### config.mk
export PLATFORM = sky130hd
export DESIGN_NAME = gbc_breaker_ctrl
export DESIGN_NICKNAME = d
export VERILOG_FILES = /design/src/inc/gbc_pkg.sv /design/src/core/gbc_breaker_ctrl.sv
export SDC_FILE = /design/constraint.sdc
export NUM_CORES = 1
export LEC_CHECK = 0
export ABC_AREA = 1
export BUFFER_PORTS_ARGS = -buffer_cell sky130_fd_sc_hd__clkbuf_2
export CAP_MARGIN = 20
export CORE_ASPECT_RATIO = 1.2
export CORE_UTILIZATION = 40
export CTS_BUF_LIST = sky130_fd_sc_hd__clkbuf_8
export CTS_CLUSTER_SIZE = 20
export DETAILED_ROUTE_END_ITERATION = 10
export PLACE_DENSITY = 0.66
export SLEW_MARGIN = 20
export SYNTH_ARGS = -nofsm -noshare
export SYNTH_HDL_FRONTEND = slang
export SYNTH_SLANG_ARGS = --single-unit
### constraint.sdc
create_clock -name clk_in -period 1.8 [get_ports clk_in]
set_input_delay 0.54 -clock clk_in [delete_from_list [all_inputs] [get_ports clk_in]]
set_output_delay 0.54 -clock clk_in [all_outputs]
set_load 0.1 [all_outputs]
### src/inc/gbc_pkg.sv
package gbc_pkg;

    // Clock and prescaled tick timing
    localparam int unsigned CLK_PERIOD_NS = 8;
    localparam int unsigned TICK_MS       = 100;
    localparam int unsigned TICK_CYC      = TICK_MS * 1000000 / CLK_PERIOD_NS;

    // Second-scale times, in milliseconds, and their tick counts
    localparam int unsigned PERSIST_MS    = 5000;
    localparam int unsigned MV_COIL_MS    = 500;
    localparam logic [7:0]  PERSIST_TICKS = 8'(PERSIST_MS / TICK_MS);
    localparam logic [7:0]  MV_TICKS      = 8'((MV_COIL_MS + TICK_MS - 1) / TICK_MS);

    // Register byte offsets
    localparam logic [11:0] REG_CTRL      = 12'h000;
    localparam logic [11:0] REG_TIMES     = 12'h004;
    localparam logic [11:0] REG_BUSPWR    = 12'h008;
    localparam logic [11:0] REG_CMD       = 12'h00c;
    localparam logic [11:0] REG_STATUS    = 12'h010;

    // Field layout of the times register
    localparam int unsigned TIMES_SWAP_LSB = 0;
    localparam int unsigned TIMES_HOLD_LSB = 8;

    // Reset values and the bus power limit
    localparam logic [15:0] TIMES_RST     = 16'h0a0a;
    localparam logic [14:0] BUSPWR_RST    = 15'h0000;
    localparam logic [14:0] BUSPWR_MAX    = 15'h7530;

    // Remote command codes (31, 32, 33, 41, 42, 43)
    localparam logic [7:0]  CMD_GEN_OPEN_NOW    = 8'h1f;
    localparam logic [7:0]  CMD_GEN_OPEN_UNLOAD = 8'h20;
    localparam logic [7:0]  CMD_GEN_CLOSE       = 8'h21;
    localparam logic [7:0]  CMD_MAINS_OPEN_A    = 8'h29;
    localparam logic [7:0]  CMD_MAINS_OPEN_B    = 8'h2a;
    localparam logic [7:0]  CMD_MAINS_CLOSE     = 8'h2b;

    typedef enum logic [1:0] {
        MODE_OFF,
        MODE_MAN,
        MODE_AUTO
    } gbc_mode_t;

    // Control register layout, mode in the low bits
    typedef struct packed {
        logic      man_open_cfg_mains;
        logic      man_open_cfg_gen;
        logic      mains_interface;
        logic      parallel_plant;
        logic      commutator_en;
        logic      auto_man_open;
        logic      mains_use_sync;
        logic      gen_use_sync;
        logic      mains_coil_powered;
        logic      mains_timing_sel;
        gbc_mode_t mode;
    } gbc_ctrl_t;

    localparam gbc_ctrl_t CTRL_RST = '0;

    // Manual command inputs
    typedef struct packed {
        logic gen_close;
        logic gen_open;
        logic mains_close;
        logic mains_open;
    } gbc_man_t;

endpackage

### src/core/gbc_breaker_ctrl.sv
// Implementation choices: the APB register port and the register addresses.
`timescale 1ns/1ps
`default_nettype none

module gbc_tick_cnt (
    input  wire logic       clk_in,
    input  wire logic       nrst_in,
    input  wire logic       run_in,
    input  wire logic       tick_in,
    output logic [7:0]      cnt_out
);
    // Saturating tick counter, cleared while not running
    always_ff @(posedge clk_in) begin
        if (!nrst_in || !run_in) begin
            cnt_out <= 8'h00;
        end else if (tick_in && cnt_out != 8'hff) begin
            cnt_out <= cnt_out + 8'h01;
        end
    end
endmodule

module gbc_breaker_ctrl #(
    parameter int unsigned TICK_CYCLES = gbc_pkg::TICK_CYC
) (
    input  wire logic              clk_in,
    input  wire logic              nrst_in,
    input  wire logic              psel_in,
    input  wire logic              penable_in,
    input  wire logic              pwrite_in,
    input  wire logic [11:0]       paddr_in,
    input  wire logic [31:0]       pwdata_in,
    output logic [31:0]            prdata_out,
    output logic                   pready_out,
    output logic                   pslverr_out,
    input  wire logic              gen_closed_in,
    input  wire logic              mains_closed_in,
    input  wire logic              gen_ok_in,
    input  wire logic              mains_ok_in,
    input  wire logic              gen_sync_request_in,
    input  wire logic              mains_sync_request_in,
    input  wire logic              sync_done_in,
    input  wire logic              mains_closure_inhibit_in,
    input  wire logic              gen_closure_inhibit_in,
    input  wire logic              start_request_in,
    input  wire logic              alarm_active_in,
    input  wire logic              self_started_in,
    input  wire logic              gen_external_control_in,
    input  wire logic              mains_external_control_in,
    input  wire gbc_pkg::gbc_man_t man_in,
    input  wire logic              immediate_supply_in,
    input  wire logic              more_gens_in,
    input  wire logic [14:0]       bus_power_in,
    output logic                   gen_steady_close_out,
    output logic                   mains_steady_close_out,
    output logic                   gen_mv_coil_out,
    output logic                   mains_mv_coil_out,
    output logic                   gen_sync_active_out,
    output logic                   mains_sync_active_out,
    output logic                   transfer_close_out,
    output logic                   mains_switch_open_out
);
    import gbc_pkg::*;

    gbc_ctrl_t   ctrl_q;
    logic [15:0] times_q;
    logic [14:0] min_pwr_q;
    logic [7:0]  cmd_q;
    logic        cmd_v_q;
    logic [23:0] pre_q;
    logic        tick_q;
    gbc_mode_t   mode_prev_q;
    gbc_man_t    man_q;
    logic        gen_tgt_q, gen_tgt_d, mains_tgt_q, mains_tgt_d;
    logic        gen_steady_d, mains_steady_d, protect_q;
    logic [7:0]  mv_g_cnt, mv_m_cnt, both_cnt, hold_cnt, mopen_cnt;

    // APB decode, one wait state then answer
    wire acc      = psel_in && penable_in;
    wire done     = acc && pready_out;
    wire wr       = done && pwrite_in;
    wire hit_ctrl = paddr_in == REG_CTRL;
    wire hit_tim  = paddr_in == REG_TIMES;
    wire hit_pwr  = paddr_in == REG_BUSPWR;
    wire hit_cmd  = paddr_in == REG_CMD;
    wire hit_stat = paddr_in == REG_STATUS;
    wire mapped   = hit_ctrl || hit_tim || hit_pwr || hit_cmd || hit_stat;
    wire [31:0] status_w = {22'h0, mv_m_cnt >= MV_TICKS, mv_g_cnt >= MV_TICKS,
                            mains_tgt_q, gen_tgt_q, mains_sync_active_out,
                            gen_sync_active_out, mains_steady_close_out,
                            gen_steady_close_out, mains_closed_in, gen_closed_in};
    wire [31:0] rd_w = hit_ctrl ? {20'h0, ctrl_q} :
                       hit_tim  ? {16'h0, times_q} :
                       hit_pwr  ? {17'h0, min_pwr_q} :
                       hit_stat ? status_w : 32'h0;

    // Bus slave and configuration registers
    always_ff @(posedge clk_in) begin
        if (!nrst_in) begin
            pready_out  <= 1'b0;
            pslverr_out <= 1'b0;
            prdata_out  <= 32'h0;
            ctrl_q      <= CTRL_RST;
            times_q     <= TIMES_RST;
            min_pwr_q   <= BUSPWR_RST;
            cmd_q       <= 8'h00;
            cmd_v_q     <= 1'b0;
        end else begin
            pready_out  <= acc && !pready_out;
            pslverr_out <= acc && !pready_out && !mapped;
            prdata_out  <= (acc && !pready_out && !pwrite_in) ? rd_w : 32'h0;
            cmd_v_q     <= wr && hit_cmd;
            if (wr && hit_ctrl) ctrl_q <= gbc_ctrl_t'(pwdata_in[11:0]);
            if (wr && hit_tim) times_q <= pwdata_in[15:0];
            if (wr && hit_pwr) min_pwr_q <= (pwdata_in[14:0] > BUSPWR_MAX) ? BUSPWR_MAX
                                                                            : pwdata_in[14:0];
            if (wr && hit_cmd) cmd_q <= pwdata_in[7:0];
        end
    end

    // Shared prescaler for all second-scale timers
    always_ff @(posedge clk_in) begin
        if (!nrst_in) begin
            pre_q  <= 24'h0;
            tick_q <= 1'b0;
        end else begin
            tick_q <= pre_q == 24'(TICK_CYCLES - 1);
            pre_q  <= (pre_q == 24'(TICK_CYCLES - 1)) ? 24'h0 : pre_q + 24'h1;
        end
    end

    // Mode, manual edges and derived conditions
    wire is_off    = ctrl_q.mode == MODE_OFF;
    wire is_man    = ctrl_q.mode == MODE_MAN;
    wire is_auto   = ctrl_q.mode == MODE_AUTO;
    wire auto2man  = is_man && mode_prev_q == MODE_AUTO;
    wire gbc_man_t rise = man_in & ~man_q;
    wire rmt       = cmd_v_q && is_man;
    wire [7:0] swap_t = times_q[TIMES_SWAP_LSB +: 8];
    wire [7:0] hold_t = times_q[TIMES_HOLD_LSB +: 8];
    wire gen_ext   = gen_external_control_in;
    wire mains_ext = mains_external_control_in;
    wire gen_close_ok = !alarm_active_in && self_started_in && gen_ok_in;
    wire mains_close_ok = mains_ok_in ||
                          !(ctrl_q.mains_coil_powered || ctrl_q.mains_timing_sel);
    wire mains_protect  = ctrl_q.mains_timing_sel && !mains_ok_in;
    wire mopen_acc = tick_q && man_in.mains_open && ctrl_q.man_open_cfg_mains &&
                     mopen_cnt == PERSIST_TICKS - 8'h01;
    wire gen_open_req = rmt && (cmd_q == CMD_GEN_OPEN_NOW || cmd_q == CMD_GEN_OPEN_UNLOAD) ||
                        (rise.gen_open && ctrl_q.man_open_cfg_gen) ||
                        (rise.gen_close && !ctrl_q.man_open_cfg_gen && gen_tgt_q);
    wire gen_close_req = rmt && cmd_q == CMD_GEN_CLOSE ||
                         (rise.gen_close && (ctrl_q.man_open_cfg_gen || !gen_tgt_q));
    wire mains_open_req = rmt && (cmd_q == CMD_MAINS_OPEN_A || cmd_q == CMD_MAINS_OPEN_B) ||
                          mopen_acc ||
                          (rise.mains_close && !ctrl_q.man_open_cfg_mains && mains_tgt_q);
    wire mains_close_req = rmt && cmd_q == CMD_MAINS_CLOSE ||
                           (rise.mains_close && (ctrl_q.man_open_cfg_mains || !mains_tgt_q));
    wire auto_mains_open = mains_closure_inhibit_in ||
                           (!ctrl_q.parallel_plant && gen_tgt_q) ||
                           (ctrl_q.parallel_plant && !mains_ok_in &&
                            ctrl_q.mains_interface);

    // Synchronization windows and closing interlocks
    wire gen_sync_w = gen_tgt_q && !gen_closed_in && ctrl_q.gen_use_sync &&
                      gen_sync_request_in && gen_ok_in && mains_ok_in && !gen_ext;
    wire mains_sync_w = mains_tgt_q && !mains_closed_in && ctrl_q.mains_use_sync &&
                        mains_sync_request_in && gen_ok_in && mains_ok_in && !mains_ext;
    wire both_open  = !gen_closed_in && !mains_closed_in;
    wire swap_done  = both_open && both_cnt >= swap_t;
    wire hold_ok    = !ctrl_q.commutator_en || hold_cnt >= hold_t;
    wire mains_yield = gen_tgt_q && !gen_closed_in && !ctrl_q.gen_use_sync;
    wire gen_may_close = mv_g_cnt >= MV_TICKS && (ctrl_q.commutator_en || swap_done ||
                         (gen_sync_active_out && sync_done_in));
    wire mains_may_close = mv_m_cnt >= MV_TICKS &&
                           (swap_done || (mains_sync_active_out && sync_done_in));

    // Generator breaker target
    always_comb begin
        gen_tgt_d = gen_tgt_q;
        if (gen_ext) begin
            gen_tgt_d = gen_closed_in;
        end else if (is_off) begin
            gen_tgt_d = 1'b0;
        end else if (is_auto) begin
            gen_tgt_d = start_request_in && !gen_closure_inhibit_in && gen_close_ok;
        end else if (auto2man) begin
            gen_tgt_d = ctrl_q.auto_man_open ? 1'b0 : gen_tgt_q;
        end else if (gen_open_req) begin
            gen_tgt_d = 1'b0;
        end else if (gen_close_req && gen_close_ok) begin
            gen_tgt_d = 1'b1;
        end
    end

    // Mains breaker target
    always_comb begin
        mains_tgt_d = mains_tgt_q;
        if (mains_ext) begin
            mains_tgt_d = mains_closed_in;
        end else if (mains_protect) begin
            mains_tgt_d = 1'b0;
        end else if (is_off) begin
            mains_tgt_d = mains_closed_in || mains_close_ok;
        end else if (is_auto) begin
            mains_tgt_d = !auto_mains_open && (mains_closed_in || mains_close_ok);
        end else if (mains_open_req) begin
            mains_tgt_d = 1'b0;
        end else if ((mains_close_req || protect_q) && mains_close_ok) begin
            mains_tgt_d = 1'b1;
        end
    end

    // Steady commands with interlocks
    always_comb begin
        gen_steady_d = gen_steady_close_out;
        if (gen_ext) begin
            gen_steady_d = gen_closed_in;
        end else if (!hold_ok) begin
            gen_steady_d = gen_steady_close_out;
        end else if (!gen_tgt_q) begin
            gen_steady_d = 1'b0;
        end else if (!gen_steady_close_out) begin
            gen_steady_d = gen_may_close;
        end
        if (ctrl_q.commutator_en) begin
            mains_steady_d = !gen_steady_d;
        end else if (mains_ext) begin
            mains_steady_d = mains_closed_in;
        end else if (!mains_tgt_q || mains_yield) begin
            mains_steady_d = 1'b0;
        end else begin
            mains_steady_d = mains_steady_close_out || mains_may_close;
        end
    end

    // Breaker state and output registers
    always_ff @(posedge clk_in) begin
        if (!nrst_in) begin
            mode_prev_q            <= MODE_OFF;
            man_q                  <= '0;
            gen_tgt_q              <= 1'b0;
            mains_tgt_q            <= 1'b0;
            protect_q              <= 1'b0;
            gen_steady_close_out   <= 1'b0;
            mains_steady_close_out <= 1'b0;
            gen_mv_coil_out        <= 1'b0;
            mains_mv_coil_out      <= 1'b0;
            gen_sync_active_out    <= 1'b0;
            mains_sync_active_out  <= 1'b0;
            transfer_close_out     <= 1'b0;
            mains_switch_open_out  <= 1'b0;
        end else begin
            mode_prev_q            <= ctrl_q.mode;
            man_q                  <= man_in;
            gen_tgt_q              <= gen_tgt_d;
            mains_tgt_q            <= mains_tgt_d;
            protect_q              <= mains_protect;
            gen_steady_close_out   <= gen_steady_d;
            mains_steady_close_out <= mains_steady_d;
            gen_mv_coil_out        <= gen_tgt_d || gen_closed_in;
            mains_mv_coil_out      <= mains_tgt_d || mains_closed_in;
            gen_sync_active_out    <= gen_sync_w && !gen_steady_close_out;
            mains_sync_active_out  <= mains_sync_w && !mains_steady_close_out;
            transfer_close_out     <= gen_closed_in && (immediate_supply_in ||
                                      bus_power_in >= min_pwr_q || !more_gens_in);
            mains_switch_open_out  <= !mains_tgt_d;
        end
    end

    // Second-scale timers on the shared tick
    gbc_tick_cnt u_mv_g (.clk_in(clk_in), .nrst_in(nrst_in), .run_in(gen_mv_coil_out),
                         .tick_in(tick_q), .cnt_out(mv_g_cnt));
    gbc_tick_cnt u_mv_m (.clk_in(clk_in), .nrst_in(nrst_in), .run_in(mains_mv_coil_out),
                         .tick_in(tick_q), .cnt_out(mv_m_cnt));
    gbc_tick_cnt u_both (.clk_in(clk_in), .nrst_in(nrst_in), .run_in(both_open),
                         .tick_in(tick_q), .cnt_out(both_cnt));
    gbc_tick_cnt u_hold (.clk_in(clk_in), .nrst_in(nrst_in),
                         .run_in(gen_steady_d == gen_steady_close_out),
                         .tick_in(tick_q), .cnt_out(hold_cnt));
    gbc_tick_cnt u_mopn (.clk_in(clk_in), .nrst_in(nrst_in), .run_in(man_in.mains_open),
                         .tick_in(tick_q), .cnt_out(mopen_cnt));

    // Helper: cycles the mains opening input has stayed high
    logic [31:0] hi_cyc_q;
    always_ff @(posedge clk_in) begin
        if (!nrst_in || !man_in.mains_open) hi_cyc_q <= 32'h0;
        else if (hi_cyc_q != 32'hffffffff) hi_cyc_q <= hi_cyc_q + 32'h1;
    end
endmodule

`default_nettype wire

* Yosys cells after proc, flatten, opt, wreduce, memory -nomap -nowiden *
Index checks and enable logic that the tools add are counted.
W data, S select, Z words.

cells by class
  $add $sub $neg = 6
  order comparisons = 6
  eq/ne operators = 21
  mux-type cells = 25
  bitwise gates (word level) = 4
  reduce and logical (&&, ||, !) cells = 135

operator list
  cell                     count
  $logic_and A1 B1 Y1      64
  $eq A8 B6 Y1 const B     6
  $add A8 B1 Y8 const B    5
  $ne A8 B8 Y1 const B     5
  $logic_or A1 B1 Y1       35
  $logic_not A1 Y1         30
  $mux W15                 2
  $add A24 B1 Y24 const B  1
  $eq A12 B4 Y1 const B    2
  $eq A24 B24 Y1 const B   1
  $mux W1                  20
  $ge A8 B3 Y1 const B     2
  $ge A8 B8 Y1             2
  $mux W16                 1
  $ge A15 B15 Y1           1
  $gt A15 B15 Y1 const B   1
  $eq A12 B3 Y1 const B    1
  $eq A12 B5 Y1 const B    1
  $logic_not A12 Y1        1
  $mux W12                 1
  $mux W10                 1
  $eq A8 B5 Y1 const B     1
  $reduce_or A5 Y1         1
  $and A4 B4 Y4            1
  9 further kinds          11

word-level totals
  flip-flop bits (word level) = 168
  word-level logic and storage cells = 240

* Depth between registers and ports, before layout *
  depth after elaboration = 13
  depth in mapped cells = 18
  mapped depth without buffers = 18

* Cells and area by module *
A second synthesis with hierarchy kept.

unflattened totals
  cells, all modules = 1146
  area, all modules = 8316.7 µm²

modules (own cells, without submodules)
  module            times used  cells each  area an instance (µm²)  sequential area each (µm²)
  gbc_breaker_ctrl  1           786         5945.7                  2222.1
  gbc_tick_cnt      5           72          474.2                   160.2

* Least setup slack after synthesis *
Ideal clock, no wire load.

  path kind = reg-to-reg
  start = register pready_out
  end = register cmd_q[6]
  data arrival time = 2.098 ns
  slack = -0.417 ns
  stages on the path, launching flop included = 7
  buffers on the path = 1
  period minus slack after synthesis = 2.217 ns
  path through = dfxtp_1 inv_1 nor3_4 nand3_1 buf_2 o21ai_1 a21oi_1

on the way
  word-level cells in the longest chain between the ends = 3

RTL lines
  item                    line                     RTL
  from (decl)             gbc_breaker_ctrl.sv:33   output logic pready_out,
  from (signal assigned)  gbc_breaker_ctrl.sv:108  pready_out <= acc && !pready_out;
  $logic_and A1 B1 Y1     gbc_breaker_ctrl.sv:79   wire done = acc && pready_out;
  $logic_and A1 B1 Y1     gbc_breaker_ctrl.sv:80   wire wr = done && pwrite_in;
  $logic_and A1 B1 Y1     gbc_breaker_ctrl.sv:116  if (wr && hit_cmd) cmd_q <= pwdata_in[7:0];
  to (signal assigned)    gbc_breaker_ctrl.sv:116
  to (decl)               gbc_breaker_ctrl.sv:67   logic [7:0] cmd_q;

No other way between the ends.
A chain may end at the register's enable or synchronous reset.

* Final worst setup path *
  start = register times_q[1]
  end = register u_hold.cnt_out[1]

on the way
  word-level cells in the longest chain between the ends = 12

RTL lines
  item                             line                     RTL
  from (decl)                      gbc_breaker_ctrl.sv:65   logic [15:0] times_q;
  from (signal assigned)           gbc_breaker_ctrl.sv:113  if (wr && hit_tim) times_q <= pwdata_in[15:0];
  $ge A8 B8 Y1                     gbc_breaker_ctrl.sv:169  wire swap_done = both_open && both_cnt >= swap_t;
  $logic_and A1 B1 Y1              gbc_breaker_ctrl.sv:169
  $logic_or A1 B1 Y1 (2 in a row)  gbc_breaker_ctrl.sv:172  wire gen_may_close = mv_g_cnt >= MV_TICKS && (ctrl_q.commutator_en || swap_done ||
  $logic_and A1 B1 Y1              gbc_breaker_ctrl.sv:172
  $mux W1                          gbc_breaker_ctrl.sv:222  end else if (!gen_steady_close_out) begin
  $mux W1                          gbc_breaker_ctrl.sv:220  end else if (!gen_tgt_q) begin
  $mux W1                          gbc_breaker_ctrl.sv:218  end else if (!hold_ok) begin
  $mux W1                          gbc_breaker_ctrl.sv:216  if (gen_ext) begin
  $eq A1 B1 Y1                     gbc_breaker_ctrl.sv:278  .run_in(gen_steady_d == gen_steady_close_out),
  $logic_not A1 Y1                 gbc_breaker_ctrl.sv:14   if (!nrst_in || !run_in) begin
  $logic_or A1 B1 Y1               gbc_breaker_ctrl.sv:14
  to (signal assigned)             gbc_breaker_ctrl.sv:17   cnt_out <= cnt_out + 8'h01;
  to (decl)                        gbc_breaker_ctrl.sv:10   output logic [7:0] cnt_out

No other way between the ends.

==> out/qor.csv <==
stage,metric,value,unit
global_routing,first-pass GRT wire length,32800,um
hold_path,hold wc startpoint,man_in[2],
clocking,"Clk Latency, worst-skew pair",460,ps
power_and_ir_drop,Pwr per Cell Area,660,nW/um^2
placed_design,DP Area,9060,sq um
critical_path,RR Startpoint,times_q[1],
global_routing,number of global-route vias before repair,6934,
floorplanning,row count,54,
route,DR vias,7456,
hold_path,Hold Path Depth,3,
synth,Synth async-reset ratio,0,
critical_path,CP Data Arrival Time,2250,ps
floorplanning,I/O Pins,126,
placed_design,HPWL Detailed,15100,um
route,Routed Antenna Nets,0,
hold_path,Hold Path Class,in2reg,
power_and_ir_drop,Sequential Power Share,0.511,
floorplanning,Die Area,19500,sq um
power_and_ir_drop,P_leak,0.00421,uW
sta,Clock Skews,9.72,ps
critical_path,Worst Path Required,2150,ps
floorplanning,Initial Utilization,0.413,
sta,final hold violation count,0,
critical_path,reg-to-reg setup timing slack,-100,ps
placed_design,Final Wtd Congestion,0.835,
sta,final setup vio count,9,
critical_path,Setup CP Type,reg2reg,
sta,max-slew violations,0,
clocking,H-tree depth,4,
synth,top area cells in the synthesized netlist,"dfxtp_1 (40%), a21oi_1 (7.7%), inv_1 (7.7%)",
run,total of max-cap violations,0,
synth,Yosys warning total,0,
cells_and_area,fin area,9980,sq um
route,Iteration-0 DRC Markers,419,
floorplanning,core region area,18400,sq um
synth,top-area cell type share of the netlist area,0.398,
route,final WL,20500,um
route,wire length per cell,13.8,um
cells_and_area,NumNets Final,1349,
critical_path,CP Launch Type,register,
status,failing checks,negative setup slack,
sta,Final Cycle Share,1.06,
power_and_ir_drop,switching share of power,0.268,
sta,Post-Route Setup TNS,-819,ps
global_routing,gr usage total,0.213,
global_routing,pin count of the biggest net entering global routing,65,
power_and_ir_drop,combinational power share,0.096,
route,number of detailed-route iterations in the first pass,6,
status,status,"complete, but fails checks",
global_routing,initial antenna violation count,1,
sta,max frequency,0.525,GHz
route,DR DRC count,0,
clocking,CTS Buf Count,17,
synth,"Seq/Total Area, Yosys",0.398,
synth,"EDFF count, synth",0,
synth,ys flop type,dfxtp_1,
synth,Synth area leader,dfxtp_1,
sta,worst hold slack,285,ps
power_and_ir_drop,sw power,1770,uW
clocking,clk slew on worst S/H paths,80,ps
clocking,CTS tree,done,
synth,synth unique cells,48,
critical_path,Reg2Reg Depth,18,
sta,Final Worst Setup Slack,-103,ps
synth,Synth Register Bits,151,
power_and_ir_drop,Pint,4830,uW
global_routing,gr ovfl total,0,
critical_path,reg-to-reg endpoint,u_hold.cnt_out[1],
clocking,clk sinks,151,
synth,cells after synthesis,1017,
synth,syn avg cell area,7.47,sq um
cells_and_area,share of layout cells above drive strength 1,0.299,
power_and_ir_drop,peak supply drop,404,uV
route,DR vias/cell,5.01,
clocking,Clock Tree Buf Depth,2,
critical_path,Worst Setup End Kind,register,
sta,RSZ-0062 raised after global routing,yes,
sta,min Tclk post-route,1900,ps
clocking,hold_buf cts,0,
cells_and_area,fin util,0.543,
cells_and_area,Layout fillers,1790,
clocking,Root Driver,clkbuf_8,
floorplanning,die width,128,um
power_and_ir_drop,clock power share,0.393,
placed_design,IO Port Bufs,93,
critical_path,highest net fanout along the worst path,8,
synth,synthesized area,7590,sq um
hold_path,Worst Hold End,man_q[2],
cells_and_area,Area growth syn-to-layout,31.5,%
floorplanning,die span in y,153,um
-- worst max-delay path: stages (launching register included) --
cell	delay [ps]
dfxtp_2	350
inv_2	50
ha_4	270
nand2_2	50
nand3_2	70
nand2_2	50
nand2_1	50
nand2_1	40
nand2_1	70
nand2_2	70
nand2_1	80
nand3_1	90
nand2_1	100
nand2_2	80
nand2_2	80
nand2_2	50
nand3_2	60
buf_6	150
nor2_1	50
-- worst max-delay path by stage --
stage / cells after the start / endpoint / from
after global placement: 8 / min_pwr_q[1] / pwdata_in[0]
after detailed placement: 8 / min_pwr_q[9] / pwdata_in[0]
after CTS: 17 / u_hold.cnt_out[6] / times_q[7]
after floorplan: 8 / min_pwr_q[13] / paddr_in[5]
after global routing: 18 / u_hold.cnt_out[1] / times_q[1]
final: 18 / u_hold.cnt_out[1] / times_q[1]
-- synthesized netlist by cell type, drive strengths merged (7+ instances only) --
cell    number
inv        157
nand2      154
dfxtp      151
a21oi      117
o21ai       88
nor2        80
nand3       46
ha          42
nand4       27
buf         25
nor3        24
clkbuf      13
nor4        12
xor2        12
nor3b       11
o22ai        9
a31oi        8
or2          7
-- cell families (layout without fill, tap and decap cells) --
logic type,Yosys count,after routing,synth area share
AOI/OAI and AO/OA,247,247,0.175
muxes,1,1,0.00132
DFF,151,151,0.398
adders and majority gates,42,42,0.0692
buffers and inverters,196,399,0.111
xor gates and xnor gates,14,14,0.0161
other,1,17,0.000494
and+or+nand+nor,365,365,0.229
-- power groups by stage --
stage / registers, uW / clock network [uW] / logic [uW]
after global routing: 3370 / 2800 / 682
after global placement: 3450 / 0 / 603
after CTS: 3370 / 2640 / 617
final: 3370 / 2590 / 632
after detailed placement: 3450 / 0 / 609
after floorplan: 3510 / 0 / 339
-- layout make-up --
type,instances,area (sq um),share of cell area
clock inverters,12,126,0.0127
clock buffers,19,262,0.0262
multi-input cells,685,4140,0.415
well taps,252,315,0.0316
inverters,158,598,0.0599
flip-flops and latches,151,3050,0.306
diodes,1,2.50,0.000251
repair buffers,210,1490,0.149
-- metal layers --
metal | global-route usage | part of all wire
met2 | 0.354 | 0.49
met4 | 0.101 | 0.026
met1 | 0.266 | 0.43
met5 | 0 | 0
met3 | 0.0368 | 0.053
-- sequential cells by signal, indices dropped and copies added, names as in the netlist, 2 cells and up --
signal,flops
pre_q,24
prdata_out,16
times_q,16
min_pwr_q,15
ctrl_q,12
cmd_q,8
u_both.cnt_out,8
u_hold.cnt_out,8
u_mopn.cnt_out,8
u_mv_g.cnt_out,8
u_mv_m.cnt_out,8
man_q,3
mode_prev_q,2
-- timing repair --
action | in CTS | in global routing
setup endpoints to repair | 27 | 51
pin swaps | 14 | 24
gates resized for setup | 54 | 72
buffers inserted | 4 | 12
-- placed cells by master, fill, tap and decap left out, drive strengths merged, types with 5 or more instances in the layout --
cell / n
o22ai: 9
nor3b: 11
clkinvlp: 5
nor2: 80
nor4: 12
or2: 7
clkinv: 5
buf: 129
nand2: 154
a31oi: 8
xor2: 12
clkbuf: 100
a211oi: 6
nand4: 27
a21oi: 117
ha: 42
o21a: 6
o211ai: 5
o21ai: 88
inv: 158
nand3: 46
conb: 16
dfxtp: 151
nor3: 24
-- metrics by stage --
stage                     instances  worst slack [ps]  total power, uW
after floorplan                1032             -33.5             3850
after global placement         1440              -360             4050
after detailed placement       1440              -416             4060
after CTS                      1475             -12.4             6630
after global routing           1487              -210             6860
final                          1488              -103             6590
Power figures use the tool's default switching activity.
